==> config.mk <==
export PLATFORM = sky130hd
export DESIGN_NAME = sync_pulse_output_config
export DESIGN_NICKNAME = d
export VERILOG_FILES = /design/src/logic/sync_pulse_pkg.sv /design/src/logic/sync_wave_if.sv /design/src/logic/sync_pulse_output_config.sv /design/src/logic/sync_start_select.sv /design/src/logic/sync_wave_gen.sv
export VERILOG_INCLUDE_DIRS = /design/src /design/src/logic
export SDC_FILE = /design/constraint.sdc
export NUM_CORES = 1
export LEC_CHECK = 0
export BUFFER_PORTS_ARGS = -buffer_cell sky130_fd_sc_hd__buf_2
export CAP_MARGIN = 20
export CORE_AREA = 2 2 110 112
export CTS_BUF_LIST = sky130_fd_sc_hd__clkbuf_8
export CTS_CLUSTER_DIAMETER = 30
export CTS_CLUSTER_SIZE = 25
export DETAILED_ROUTE_END_ITERATION = 10
export DIE_AREA = 0 0 112 114
export PLACE_DENSITY = 0.93
export REMOVE_ABC_BUFFERS = 1
export SYNTH_ARGS = -nofsm -noshare
export SYNTH_HDL_FRONTEND = slang
export SYNTH_HIERARCHICAL = 1
export SYNTH_SLANG_ARGS = --single-unit
==> constraint.sdc <==
create_clock -name ref_clk -period 4.4 [get_ports ref_clk]
set_clock_uncertainty 0.2 [all_clocks]
set_input_delay 0.44 -clock ref_clk [delete_from_list [all_inputs] [get_ports ref_clk]]
set_output_delay 0.44 -clock ref_clk [all_outputs]
set_load 0.01 [all_outputs]
==> src/logic/sync_pulse_defs.svh <==
// Purpose: offsets, field positions and reset values of the sync output block
// Assumes: register indices are word indices; byte address is four times the index
// Notes:   definitions only
`ifndef SYNC_PULSE_DEFS_SVH
`define SYNC_PULSE_DEFS_SVH

// register indices
`define PULSE_CFG_IDX    8'h7a
`define PHASE_CFG_IDX    8'h7b
`define STATUS_IDX       8'h40

// reset values
`define PULSE_CFG_RST    8'h00
`define PHASE_CFG_RST    8'h00

// pulse config fields
`define MF_PULSED_BIT    0
`define MF_FLIP_BIT      1
`define FR_PULSED_BIT    2
`define FR_FLIP_BIT      3
`define SRC_LOOP2_BIT    7
`define PULSE_CFG_WMASK  8'h8f

// phase config fields
`define PH_IN1_LSB       0
`define PH_IN2_LSB       2
`define PH_IN3_LSB       4
`define FINE_RATE_BIT    6
`define INDEP_BIT        7

// bus answers
`define RESP_OKAY        2'h0
`define RESP_SLVERR      2'h2

// period measuring counter width; 2 kHz at 125 MHz is 62500 cycles
`define PERIOD_CNT_W     16

`endif

==> src/logic/sync_pulse_pkg.sv <==
// Purpose: types shared by the sync output block
// Assumes: constants come from sync_pulse_defs.svh
// Notes:   state structs, one per module
`default_nettype none
`include "sync_pulse_defs.svh"
package sync_pulse_pkg;

  typedef enum logic [1:0] {
    PH_ON_TARGET  = 2'h0,
    PH_EARLY_HALF = 2'h1,
    PH_LATE_ONE   = 2'h2,
    PH_LATE_HALF  = 2'h3
  } sample_phase_e;

  // gray order: idle -> high -> low -> high ...
  typedef enum logic [1:0] {
    WAVE_IDLE = 2'h0,
    WAVE_HIGH = 2'h1,
    WAVE_LOW  = 2'h3
  } wave_state_e;

  typedef struct packed {
    wave_state_e                 st;
    logic [`PERIOD_CNT_W-1:0]    cnt;
    logic [`PERIOD_CNT_W-1:0]    period_len;
    logic                        pulsed_act;
    logic                        flip_act;
    logic                        level;
    logic                        o2_d;
  } gen_state_s;

  typedef struct packed {
    logic start;
  } sel_state_s;

  typedef struct packed {
    logic [11:0] awaddr;
    logic        aw_full;
    logic [31:0] wdata;
    logic [3:0]  wstrb;
    logic        w_full;
    logic        awready;
    logic        wready;
    logic        bvalid;
    logic [1:0]  bresp;
    logic        arready;
    logic        rvalid;
    logic [31:0] rdata;
    logic [1:0]  rresp;
    logic [7:0]  pulse_cfg;
    logic [7:0]  phase_cfg;
    logic        fsync;
    logic        mfsync;
    logic        no_o2_seen;
  } top_state_s;

endpackage : sync_pulse_pkg
`default_nettype wire

==> src/logic/sync_wave_if.sv <==
// Purpose: control and result of one sync waveform generator
// Assumes: single clock domain
// Notes:   ctl side is the register block, gen side the generator
`default_nettype none
interface sync_wave_if;
  logic start;       // period boundary pulse
  logic o2_tick;     // one pulse per second clock output period
  logic pulsed_req;  // pulsed waveform requested and allowed
  logic flip_req;    // polarity inversion requested
  logic level;       // waveform level, inversion applied
  logic pulsed_now;  // pulsed mode in force this period

  modport gen (input start, input o2_tick, input pulsed_req, input flip_req,
               output level, output pulsed_now);
  modport ctl (output start, output o2_tick, output pulsed_req, output flip_req,
               input level, input pulsed_now);
endinterface : sync_wave_if
`default_nettype wire

==> src/logic/sync_pulse_output_config.sv <==
// Purpose: register bank and drivers for the frame and multiframe sync outputs
// Assumes: AXI4-Lite slave, all inputs but sys_rst synchronous to ref_clk at 125 MHz
// Notes:   registers are 8 bits in the low byte of an aligned word
`default_nettype none
`include "sync_pulse_defs.svh"
module sync_pulse_output_config (
  input  wire logic        ref_clk,                  // system clock
  input  wire logic        sys_rst,                  // async reset, high
  input  wire logic [11:0] awaddr,                   // write address
  input  wire logic [2:0]  awprot,                   // unused
  input  wire logic        awvalid,                  // write address valid
  output logic             awready,                  // write address ready
  input  wire logic [31:0] wdata,                    // write data
  input  wire logic [3:0]  wstrb,                    // byte strobes
  input  wire logic        wvalid,                   // write data valid
  output logic             wready,                   // write data ready
  output logic [1:0]       bresp,                    // write answer
  output logic             bvalid,                   // write answer valid
  input  wire logic        bready,                   // write answer taken
  input  wire logic [11:0] araddr,                   // read address
  input  wire logic [2:0]  arprot,                   // unused
  input  wire logic        arvalid,                  // read address valid
  output logic             arready,                  // read address ready
  output logic [31:0]      rdata,                    // read data
  output logic [1:0]       rresp,                    // read answer
  output logic             rvalid,                   // read data valid
  input  wire logic        rready,                   // read data taken
  input  wire logic        loop1_frame_tick,         // 8 kHz boundary, first loop
  input  wire logic        loop1_mframe_tick,        // 2 kHz boundary, first loop
  input  wire logic        loop2_frame_tick,         // 8 kHz boundary, second loop
  input  wire logic        loop2_mframe_tick,        // 2 kHz boundary, second loop
  input  wire logic        ext_frame_tick,           // 8 kHz boundary, sync input
  input  wire logic        ext_mframe_tick,          // 2 kHz boundary, sync input
  input  wire logic        o2_tick,                  // second output period pulse
  input  wire logic        o2_enabled,               // second output running
  output logic             frame_sync_out,           // 8 kHz frame sync
  output logic             multiframe_sync_out,      // 2 kHz multiframe sync
  output logic             sync_source_second_loop,  // loop feeding outputs one and two
  output logic             sync_outputs_independent, // sync outputs follow sync input
  output logic             fine_sampling_rate_select,// finer sync sampling
  output logic [1:0]       sample_phase_input_one,   // sampling phase, input one
  output logic [1:0]       sample_phase_input_two,   // sampling phase, input two
  output logic [1:0]       sample_phase_input_three  // sampling phase, input three
);
  sync_pulse_pkg::top_state_s s_reg;
  sync_pulse_pkg::top_state_s s_next;

  logic fr_start;
  logic mf_start;
  logic fr_pulsed_ok;
  logic mf_pulsed_ok;

  sync_wave_if fr_w ();
  sync_wave_if mf_w ();

  // {hit, index}; a hit needs word alignment and an address inside the map
  function automatic logic [8:0] decode(input logic [11:0] a);
    decode = {(a[1:0] == 2'h0) && (a[11:10] == 2'h0), a[9:2]};
  endfunction : decode

  function automatic logic [1:0] phase_field(input logic [7:0] r, input int lsb);
    phase_field = r[lsb+:2];
  endfunction : phase_field

  sync_start_select u_fr_sel (
    .ref_clk     (ref_clk),
    .sys_rst     (sys_rst),
    .sel_loop2   (s_reg.pulse_cfg[`SRC_LOOP2_BIT]),
    .independent (s_reg.phase_cfg[`INDEP_BIT]),
    .loop1_tick  (loop1_frame_tick),
    .loop2_tick  (loop2_frame_tick),
    .ext_tick    (ext_frame_tick),
    .start       (fr_start)
  );

  sync_start_select u_mf_sel (
    .ref_clk     (ref_clk),
    .sys_rst     (sys_rst),
    .sel_loop2   (s_reg.pulse_cfg[`SRC_LOOP2_BIT]),
    .independent (s_reg.phase_cfg[`INDEP_BIT]),
    .loop1_tick  (loop1_mframe_tick),
    .loop2_tick  (loop2_mframe_tick),
    .ext_tick    (ext_mframe_tick),
    .start       (mf_start)
  );

  // pulsed mode only while the second output runs
  assign fr_pulsed_ok = s_reg.pulse_cfg[`FR_PULSED_BIT] & o2_enabled;
  assign mf_pulsed_ok = s_reg.pulse_cfg[`MF_PULSED_BIT] & o2_enabled;

  assign fr_w.start      = fr_start;
  assign fr_w.o2_tick    = o2_tick;
  assign fr_w.pulsed_req = fr_pulsed_ok;
  assign fr_w.flip_req   = s_reg.pulse_cfg[`FR_FLIP_BIT];
  assign mf_w.start      = mf_start;
  assign mf_w.o2_tick    = o2_tick;
  assign mf_w.pulsed_req = mf_pulsed_ok;
  assign mf_w.flip_req   = s_reg.pulse_cfg[`MF_FLIP_BIT];

  sync_wave_gen u_fr_gen (
    .ref_clk (ref_clk),
    .sys_rst (sys_rst),
    .w       (fr_w)
  );

  sync_wave_gen u_mf_gen (
    .ref_clk (ref_clk),
    .sys_rst (sys_rst),
    .w       (mf_w)
  );

  always_comb begin
    logic [8:0] wdec;
    logic [8:0] rdec;
    wdec = decode(s_reg.awaddr);
    rdec = decode(araddr);
    s_next = s_reg;

    // write address and data, taken in either order
    if (awvalid && s_reg.awready) begin
      s_next.awaddr  = awaddr;
      s_next.aw_full = 1'b1;
    end
    if (wvalid && s_reg.wready) begin
      s_next.wdata  = wdata;
      s_next.wstrb  = wstrb;
      s_next.w_full = 1'b1;
    end
    if (s_reg.bvalid && bready) begin
      s_next.bvalid = 1'b0;
    end
    if (s_reg.aw_full && s_reg.w_full && !s_reg.bvalid) begin
      s_next.aw_full = 1'b0;
      s_next.w_full  = 1'b0;
      s_next.bvalid  = 1'b1;
      s_next.bresp   = `RESP_OKAY;
      if (wdec[8] && wdec[7:0] == `PULSE_CFG_IDX) begin
        if (s_reg.wstrb[0]) begin
          s_next.pulse_cfg = s_reg.wdata[7:0] & `PULSE_CFG_WMASK;
        end
      end else if (wdec[8] && wdec[7:0] == `PHASE_CFG_IDX) begin
        if (s_reg.wstrb[0]) begin
          s_next.phase_cfg = s_reg.wdata[7:0];
        end
      end else if (wdec[8] && wdec[7:0] == `STATUS_IDX) begin
        // writing a one clears the sticky flag; a new event wins
        if (s_reg.wstrb[0] && s_reg.wdata[5]) begin
          s_next.no_o2_seen = 1'b0;
        end
      end else begin
        s_next.bresp = `RESP_SLVERR;
      end
    end
    s_next.awready = !s_next.aw_full && !s_next.bvalid;
    s_next.wready  = !s_next.w_full && !s_next.bvalid;

    // read channel
    if (s_reg.rvalid && rready) begin
      s_next.rvalid = 1'b0;
    end
    if (arvalid && s_reg.arready) begin
      s_next.rvalid = 1'b1;
      s_next.rresp  = `RESP_OKAY;
      s_next.rdata  = '0;
      if (rdec[8] && rdec[7:0] == `PULSE_CFG_IDX) begin
        s_next.rdata[7:0] = s_reg.pulse_cfg;
      end else if (rdec[8] && rdec[7:0] == `PHASE_CFG_IDX) begin
        s_next.rdata[7:0] = s_reg.phase_cfg;
      end else if (rdec[8] && rdec[7:0] == `STATUS_IDX) begin
        s_next.rdata[5:0] = {s_reg.no_o2_seen, o2_enabled,
                             mf_w.pulsed_now, fr_w.pulsed_now,
                             s_reg.mfsync, s_reg.fsync};
      end else begin
        s_next.rresp = `RESP_SLVERR;
      end
    end
    s_next.arready = !s_next.rvalid;

    // pulsed asked for while the second output is off
    if ((s_reg.pulse_cfg[`FR_PULSED_BIT] || s_reg.pulse_cfg[`MF_PULSED_BIT]) && !o2_enabled) begin
      s_next.no_o2_seen = 1'b1;
    end

    s_next.fsync  = fr_w.level;
    s_next.mfsync = mf_w.level;
  end

  always_ff @(posedge ref_clk or posedge sys_rst) begin
    if (sys_rst) begin
      s_reg           <= '0;
      s_reg.pulse_cfg <= `PULSE_CFG_RST;
      s_reg.phase_cfg <= `PHASE_CFG_RST;
    end else begin
      s_reg <= s_next;
    end
  end

  assign awready                   = s_reg.awready;
  assign wready                    = s_reg.wready;
  assign bvalid                    = s_reg.bvalid;
  assign bresp                     = s_reg.bresp;
  assign arready                   = s_reg.arready;
  assign rvalid                    = s_reg.rvalid;
  assign rdata                     = s_reg.rdata;
  assign rresp                     = s_reg.rresp;
  assign frame_sync_out            = s_reg.fsync;
  assign multiframe_sync_out       = s_reg.mfsync;
  assign sync_source_second_loop   = s_reg.pulse_cfg[`SRC_LOOP2_BIT];
  assign sync_outputs_independent  = s_reg.phase_cfg[`INDEP_BIT];
  assign fine_sampling_rate_select = s_reg.phase_cfg[`FINE_RATE_BIT];
  assign sample_phase_input_one    = phase_field(s_reg.phase_cfg, `PH_IN1_LSB);
  assign sample_phase_input_two    = phase_field(s_reg.phase_cfg, `PH_IN2_LSB);
  assign sample_phase_input_three  = phase_field(s_reg.phase_cfg, `PH_IN3_LSB);
endmodule : sync_pulse_output_config
`default_nettype wire

==> src/logic/sync_start_select.sv <==
// Purpose: picks the period boundary of one sync output
// Assumes: ticks are one-cycle pulses in the ref_clk domain
// Notes:   registered, one cycle after the chosen tick
`default_nettype none
module sync_start_select (
  input  wire logic ref_clk,      // system clock
  input  wire logic sys_rst,      // async reset, high
  input  wire logic sel_loop2,    // take the second loop
  input  wire logic independent,  // follow the sync input
  input  wire logic loop1_tick,   // boundary from first loop
  input  wire logic loop2_tick,   // boundary from second loop
  input  wire logic ext_tick,     // boundary from sync input
  output logic      start         // chosen boundary pulse
);
  sync_pulse_pkg::sel_state_s s_reg;
  sync_pulse_pkg::sel_state_s s_next;

  always_comb begin
    s_next = s_reg;
    if (independent) begin
      s_next.start = ext_tick;
    end else begin
      s_next.start = sel_loop2 ? loop2_tick : loop1_tick;
    end
  end

  always_ff @(posedge ref_clk or posedge sys_rst) begin
    if (sys_rst) begin
      s_reg <= '0;
    end else begin
      s_reg <= s_next;
    end
  end

  assign start = s_reg.start;
endmodule : sync_start_select
`default_nettype wire

==> src/logic/sync_wave_gen.sv <==
// Purpose: square or pulsed sync waveform with optional inversion
// Assumes: start pulses one period apart; o2_tick once per second output period
// Notes:   mode and polarity are taken only at a period boundary
`default_nettype none
`include "sync_pulse_defs.svh"
module sync_wave_gen (
  input  wire logic ref_clk,  // system clock
  input  wire logic sys_rst,  // async reset, high
  sync_wave_if.gen  w         // control and result
);
  sync_pulse_pkg::gen_state_s s_reg;
  sync_pulse_pkg::gen_state_s s_next;

  function automatic logic [`PERIOD_CNT_W-1:0] inc_sat(input logic [`PERIOD_CNT_W-1:0] v);
    inc_sat = (&v) ? v : v + `PERIOD_CNT_W'(1);
  endfunction : inc_sat

  always_comb begin
    s_next = s_reg;
    s_next.cnt = inc_sat(s_reg.cnt);
    // delayed to line up with the registered boundary
    s_next.o2_d = w.o2_tick;
    if (w.start) begin
      s_next.period_len = s_reg.cnt;
      s_next.cnt = `PERIOD_CNT_W'(1);
      s_next.pulsed_act = w.pulsed_req;
      s_next.flip_act = w.flip_req;
      s_next.st = sync_pulse_pkg::WAVE_HIGH;
    end else begin
      case (s_reg.st)
        sync_pulse_pkg::WAVE_IDLE: begin
          s_next.cnt = '0;
        end
        sync_pulse_pkg::WAVE_HIGH: begin
          if (s_reg.pulsed_act) begin
            if (s_reg.o2_d) begin
              s_next.st = sync_pulse_pkg::WAVE_LOW;
            end
          end else if (s_reg.period_len != '0 &&
                       s_reg.cnt >= (s_reg.period_len >> 1)) begin
            s_next.st = sync_pulse_pkg::WAVE_LOW;
          end
        end
        sync_pulse_pkg::WAVE_LOW: begin
          s_next.st = sync_pulse_pkg::WAVE_LOW;
        end
        default: begin
          s_next.st = sync_pulse_pkg::WAVE_IDLE;
        end
      endcase
    end
    s_next.level = (s_next.st == sync_pulse_pkg::WAVE_HIGH) ^ s_next.flip_act;
  end

  always_ff @(posedge ref_clk or posedge sys_rst) begin
    if (sys_rst) begin
      s_reg <= '0;
    end else begin
      s_reg <= s_next;
    end
  end

  assign w.level = s_reg.level;
  assign w.pulsed_now = s_reg.pulsed_act;
endmodule : sync_wave_gen
`default_nettype wire

==> impl_metrics.csv <==
group,metric,value,unit
pwr,p_leak,3.51,nW
floorplan,die_y,114,um
routing,wl_per_cell,17.6,um
place,placed_area,7150,sq um
min_path,worstHoldStart,"ext_frame_tick",
logic_synthesis,yosys.area.top_type_share,48.0,%
logic_synthesis,yosys-top-cells-area,"dfrtp_1 48%, mux2_2 7.0%, ha_1 5.8%, buf_4 4.6%, nand2_1 3.3%",
place,gp_congestion,0.841,
clock_network,clk_pin_slew,80,ps
worst_setup_path,crit_buf_inv,0,
routing,via_per_inst,6.03,
worst_setup_path,critPathKind,"reg2reg",
floorplan,coreArea,11700,sq um
logic_synthesis,synth_cell_type_count,49,
routing,route.vias.total,5432,
floorplan,die_w,112,um
global_routing,grt_use_total,25.9,%
timing,fmaxAchievable,350,MHz
finish,drive_gt1_share,22.3,%
finish,area_growth,11.4,%
routing,totalWireLength,15.8,mm
timing,hold_viol_final,0,
timing,rsz0062_at_grt,"false",
place,dpl.hpwl,10.4,mm
clock_network,htree_levels,4,
routing,ant_nets,0,
timing,setup_viol,0,
clock_network,cts-resized-gates,0,
clock_network,cts_max_path_buffers,2,
clock_network,clk_latency,440,ps
worst_setup_path,startpoint_type,"flop",
logic_synthesis,ys_ff_latch,132,
run_status,status,"complete, no violations",
logic_synthesis,seq_area_frac_synth,48.0,%
clock_network,cts.sinks,132,
finish,nets,854,
floorplan,die-area,12800,sq um
global_routing,grt_pass1_vias,5464,
routing,route.detailed.drc,0,
timing,tightest_slew,1020,ps
global_routing,grt_overflow,0,
timing,setup_tns,0,ps
worst_setup_path,worstPathCellList,"ha_1, nand4b_1, or2_2, a2111oi_0, nor4_1, a211oi_1",
worst_setup_path,end_kind,"flop",
timing,maxSlewHeadroom,30.1,%
clock_network,cts_root_buf,"clkbuf_8",
worst_setup_path,crit_path_max_fanout,7,
flow_run,drv_cap,0,
logic_synthesis,syn_area_per_cell,10.1,sq um
worst_setup_path,required,4530,ps
logic_synthesis,netlist_area,6880,sq um
global_routing,grt_pass1_wl,26.3,mm
clock_network,cts_buffers,17,
clock_network,cts_setup_buffers,0,
finish,fillers,822,
timing,fin_crit,2860,ps
worst_setup_path,r2r-start,"u_fr_gen/s_reg[33]",
timing,fin_crit_sh,65.0,%
worst_setup_path,critPathMaxStageDelay,870,ps
finish,diodes,0,
global_routing,antenna_found_initial,0,
worst_setup_path,critPathTopFamily,"compound AO/OA/AOI/OAI gates",
routing,first_iter_violations,532,
timing,slew_violations,0,
finish,stdcell_area,7660,sq um
logic_synthesis,synthArstFlopShare,100,%
floorplan,ios,133,
logic_synthesis,yosysTopAreaCell,"dfrtp_1",
clock_network,cts_tree,"built",
logic_synthesis,synthCells,680,
routing,dr.pass1.iters,5,
logic_synthesis,yosys_warnings,6,
floorplan,initial_core_util,58.8,%
worst_setup_path,cp-startpoint,"u_fr_gen/s_reg[33]",
logic_synthesis,synth_edf_count,0,
worst_setup_path,crit_path_top_delay_cell,"a2111oi_0",
logic_synthesis,synth_flop_cell,"dfrtp_1",
worst_setup_path,worst_ep_arrival_time,2980,ps
min_path,hold_path_class,"in2reg",
place,io_buffers,73,
pwr,power_density,409,nW/um^2
pwr,peakVddDrop,0.211,mV
floorplan,num_rows,40,
global_routing,grt_max_degree,55,
clock_network,hold_buffers,2,
-- cells in the final DEF, fill, tap and decap left out, types with 3 or more instances in the layout --
| cell | synthesis | final |
|---|---|---|
| nor2b_1 | 5 | 5 |
| nand3_1 | 26 | 26 |
| nor2_1 | 34 | 34 |
| clkinv_4 | 0 | 6 |
| a21o_1 | 6 | 6 |
| xnor2_1 | 20 | 20 |
| o21bai_1 | 4 | 4 |
| dfrtp_1 | 132 | 132 |
| nand4_1 | 9 | 9 |
| conb_1 | 1 | 26 |
| nand2_1 | 61 | 61 |
| inv_1 | 53 | 52 |
| or3_1 | 7 | 7 |
| buf_4 | 42 | 6 |
| a21oi_1 | 30 | 30 |
| a2111oi_0 | 6 | 6 |
| and3_1 | 3 | 3 |
| bufinv_16 | 0 | 5 |
| and2_1 | 5 | 5 |
| ha_1 | 32 | 32 |
| nor4_1 | 15 | 15 |
| a211oi_1 | 16 | 16 |
| a221oi_1 | 4 | 4 |
| a221o_1 | 4 | 4 |
| nor3b_1 | 5 | 5 |
| or2_2 | 7 | 7 |
| clkbuf_8 | 0 | 18 |
| or4_1 | 3 | 3 |
| nor3_1 | 10 | 10 |
| mux2_2 | 43 | 43 |
| nand2b_1 | 4 | 4 |
| buf_2 | 2 | 73 |
| o31ai_1 | 3 | 3 |
| o21ai_0 | 40 | 40 |
| o21a_1 | 3 | 3 |
-- metal layers --
layer	up-vias	track usage [%]	wire [um]
met4	0	12.9	666
li1	2458	-	-
met1	2682	31.5	6390
met5	-	0	0
met2	229	43.9	7870
met3	63	5.79	898
-- worst reg2reg max path, cell delays in order, from the launching register on --
cell	delay (ps)
dfrtp_1	450
ha_1	330
nand4b_1	120
or2_2	340
a2111oi_0	870
nor4_1	150
a211oi_1	280
-- through the flow --
step / util (%) / power [W] / hold slack, ps / instances / setup slack (ps)
2_1_floorplan: - / 0.00177 / -31.3 / 640 / 2080
5_1_grt: 65.4 / 0.00327 / 11.3 / 901 / 1410
3_3_place_gp: 61.1 / 0.00188 / 132 / 866 / 1860
6_report: 65.4 / 0.00313 / 25.6 / 901 / 1540
3_5_place_dp: 61.1 / 0.00192 / 136 / 866 / 1840
4_1_cts: 65.3 / 0.00313 / 10.9 / 900 / 1670
-- final timing paths --
path,to,depth (start not counted),slack (ps)
max reg2reg,u_fr_gen/w.level,6,1540
max,u_fr_gen/w.level,6,1540
min in group asynchronous,u_fr_sel/start,3,230
min reg2reg,multiframe_sync_out,0,150
max in group asynchronous,u_fr_gen/w.level,4,3140
min,u_fr_sel/start,3,30
-- cells in the mapped netlist (3+ instances only) --
cell type	number
o21ai_0	40
nor4_1	15
nand2_1	61
nand4_1	9
a2111oi_0	6
a211oi_1	16
and2_1	5
or3_1	7
o21bai_1	4
a21oi_1	30
and3_1	3
nand2b_1	4
mux2_2	43
inv_1	53
or4_1	3
a21o_1	6
a221o_1	4
nor3_1	10
xnor2_1	20
or2_2	7
nand3_1	26
ha_1	32
o21a_1	3
a221oi_1	4
nor2_1	34
o31ai_1	3
clkbuf_1	17
buf_4	42
dfrtp_1	132
nor3b_1	5
nor2b_1	5
-- area by class of cell --
type	instances	area, sq um	share of cell area (%)
repair buffers	82	450	5.88
clock inverters	14	225	2.94
inverters	53	199	2.60
flip-flops and latches	132	3300	43.1
clock buffers	18	248	3.23
well taps	147	184	2.40
multi-input cells	455	3050	39.9
-- power by group --
group          leakage, nW  internal [W]  switching [W]
Sequential            1.72       0.00137       0.000123
Combinational         1.56      0.000209       0.000234
Clock                0.238      0.000697       0.000498
Total                 3.51       0.00228       0.000855
-- cell families after synthesis --
group,synth area share (%)
AOI/OAI and AO/OA,11.6
xor gates and xnor gates,2.55
DFF,48.0
other,0.0545
muxes,7.33
buffers and inverters,8.98
and+or+nand+nor,15.6
adders and majority gates,5.82
Note: power is estimated with default switching activity, not from simulation.
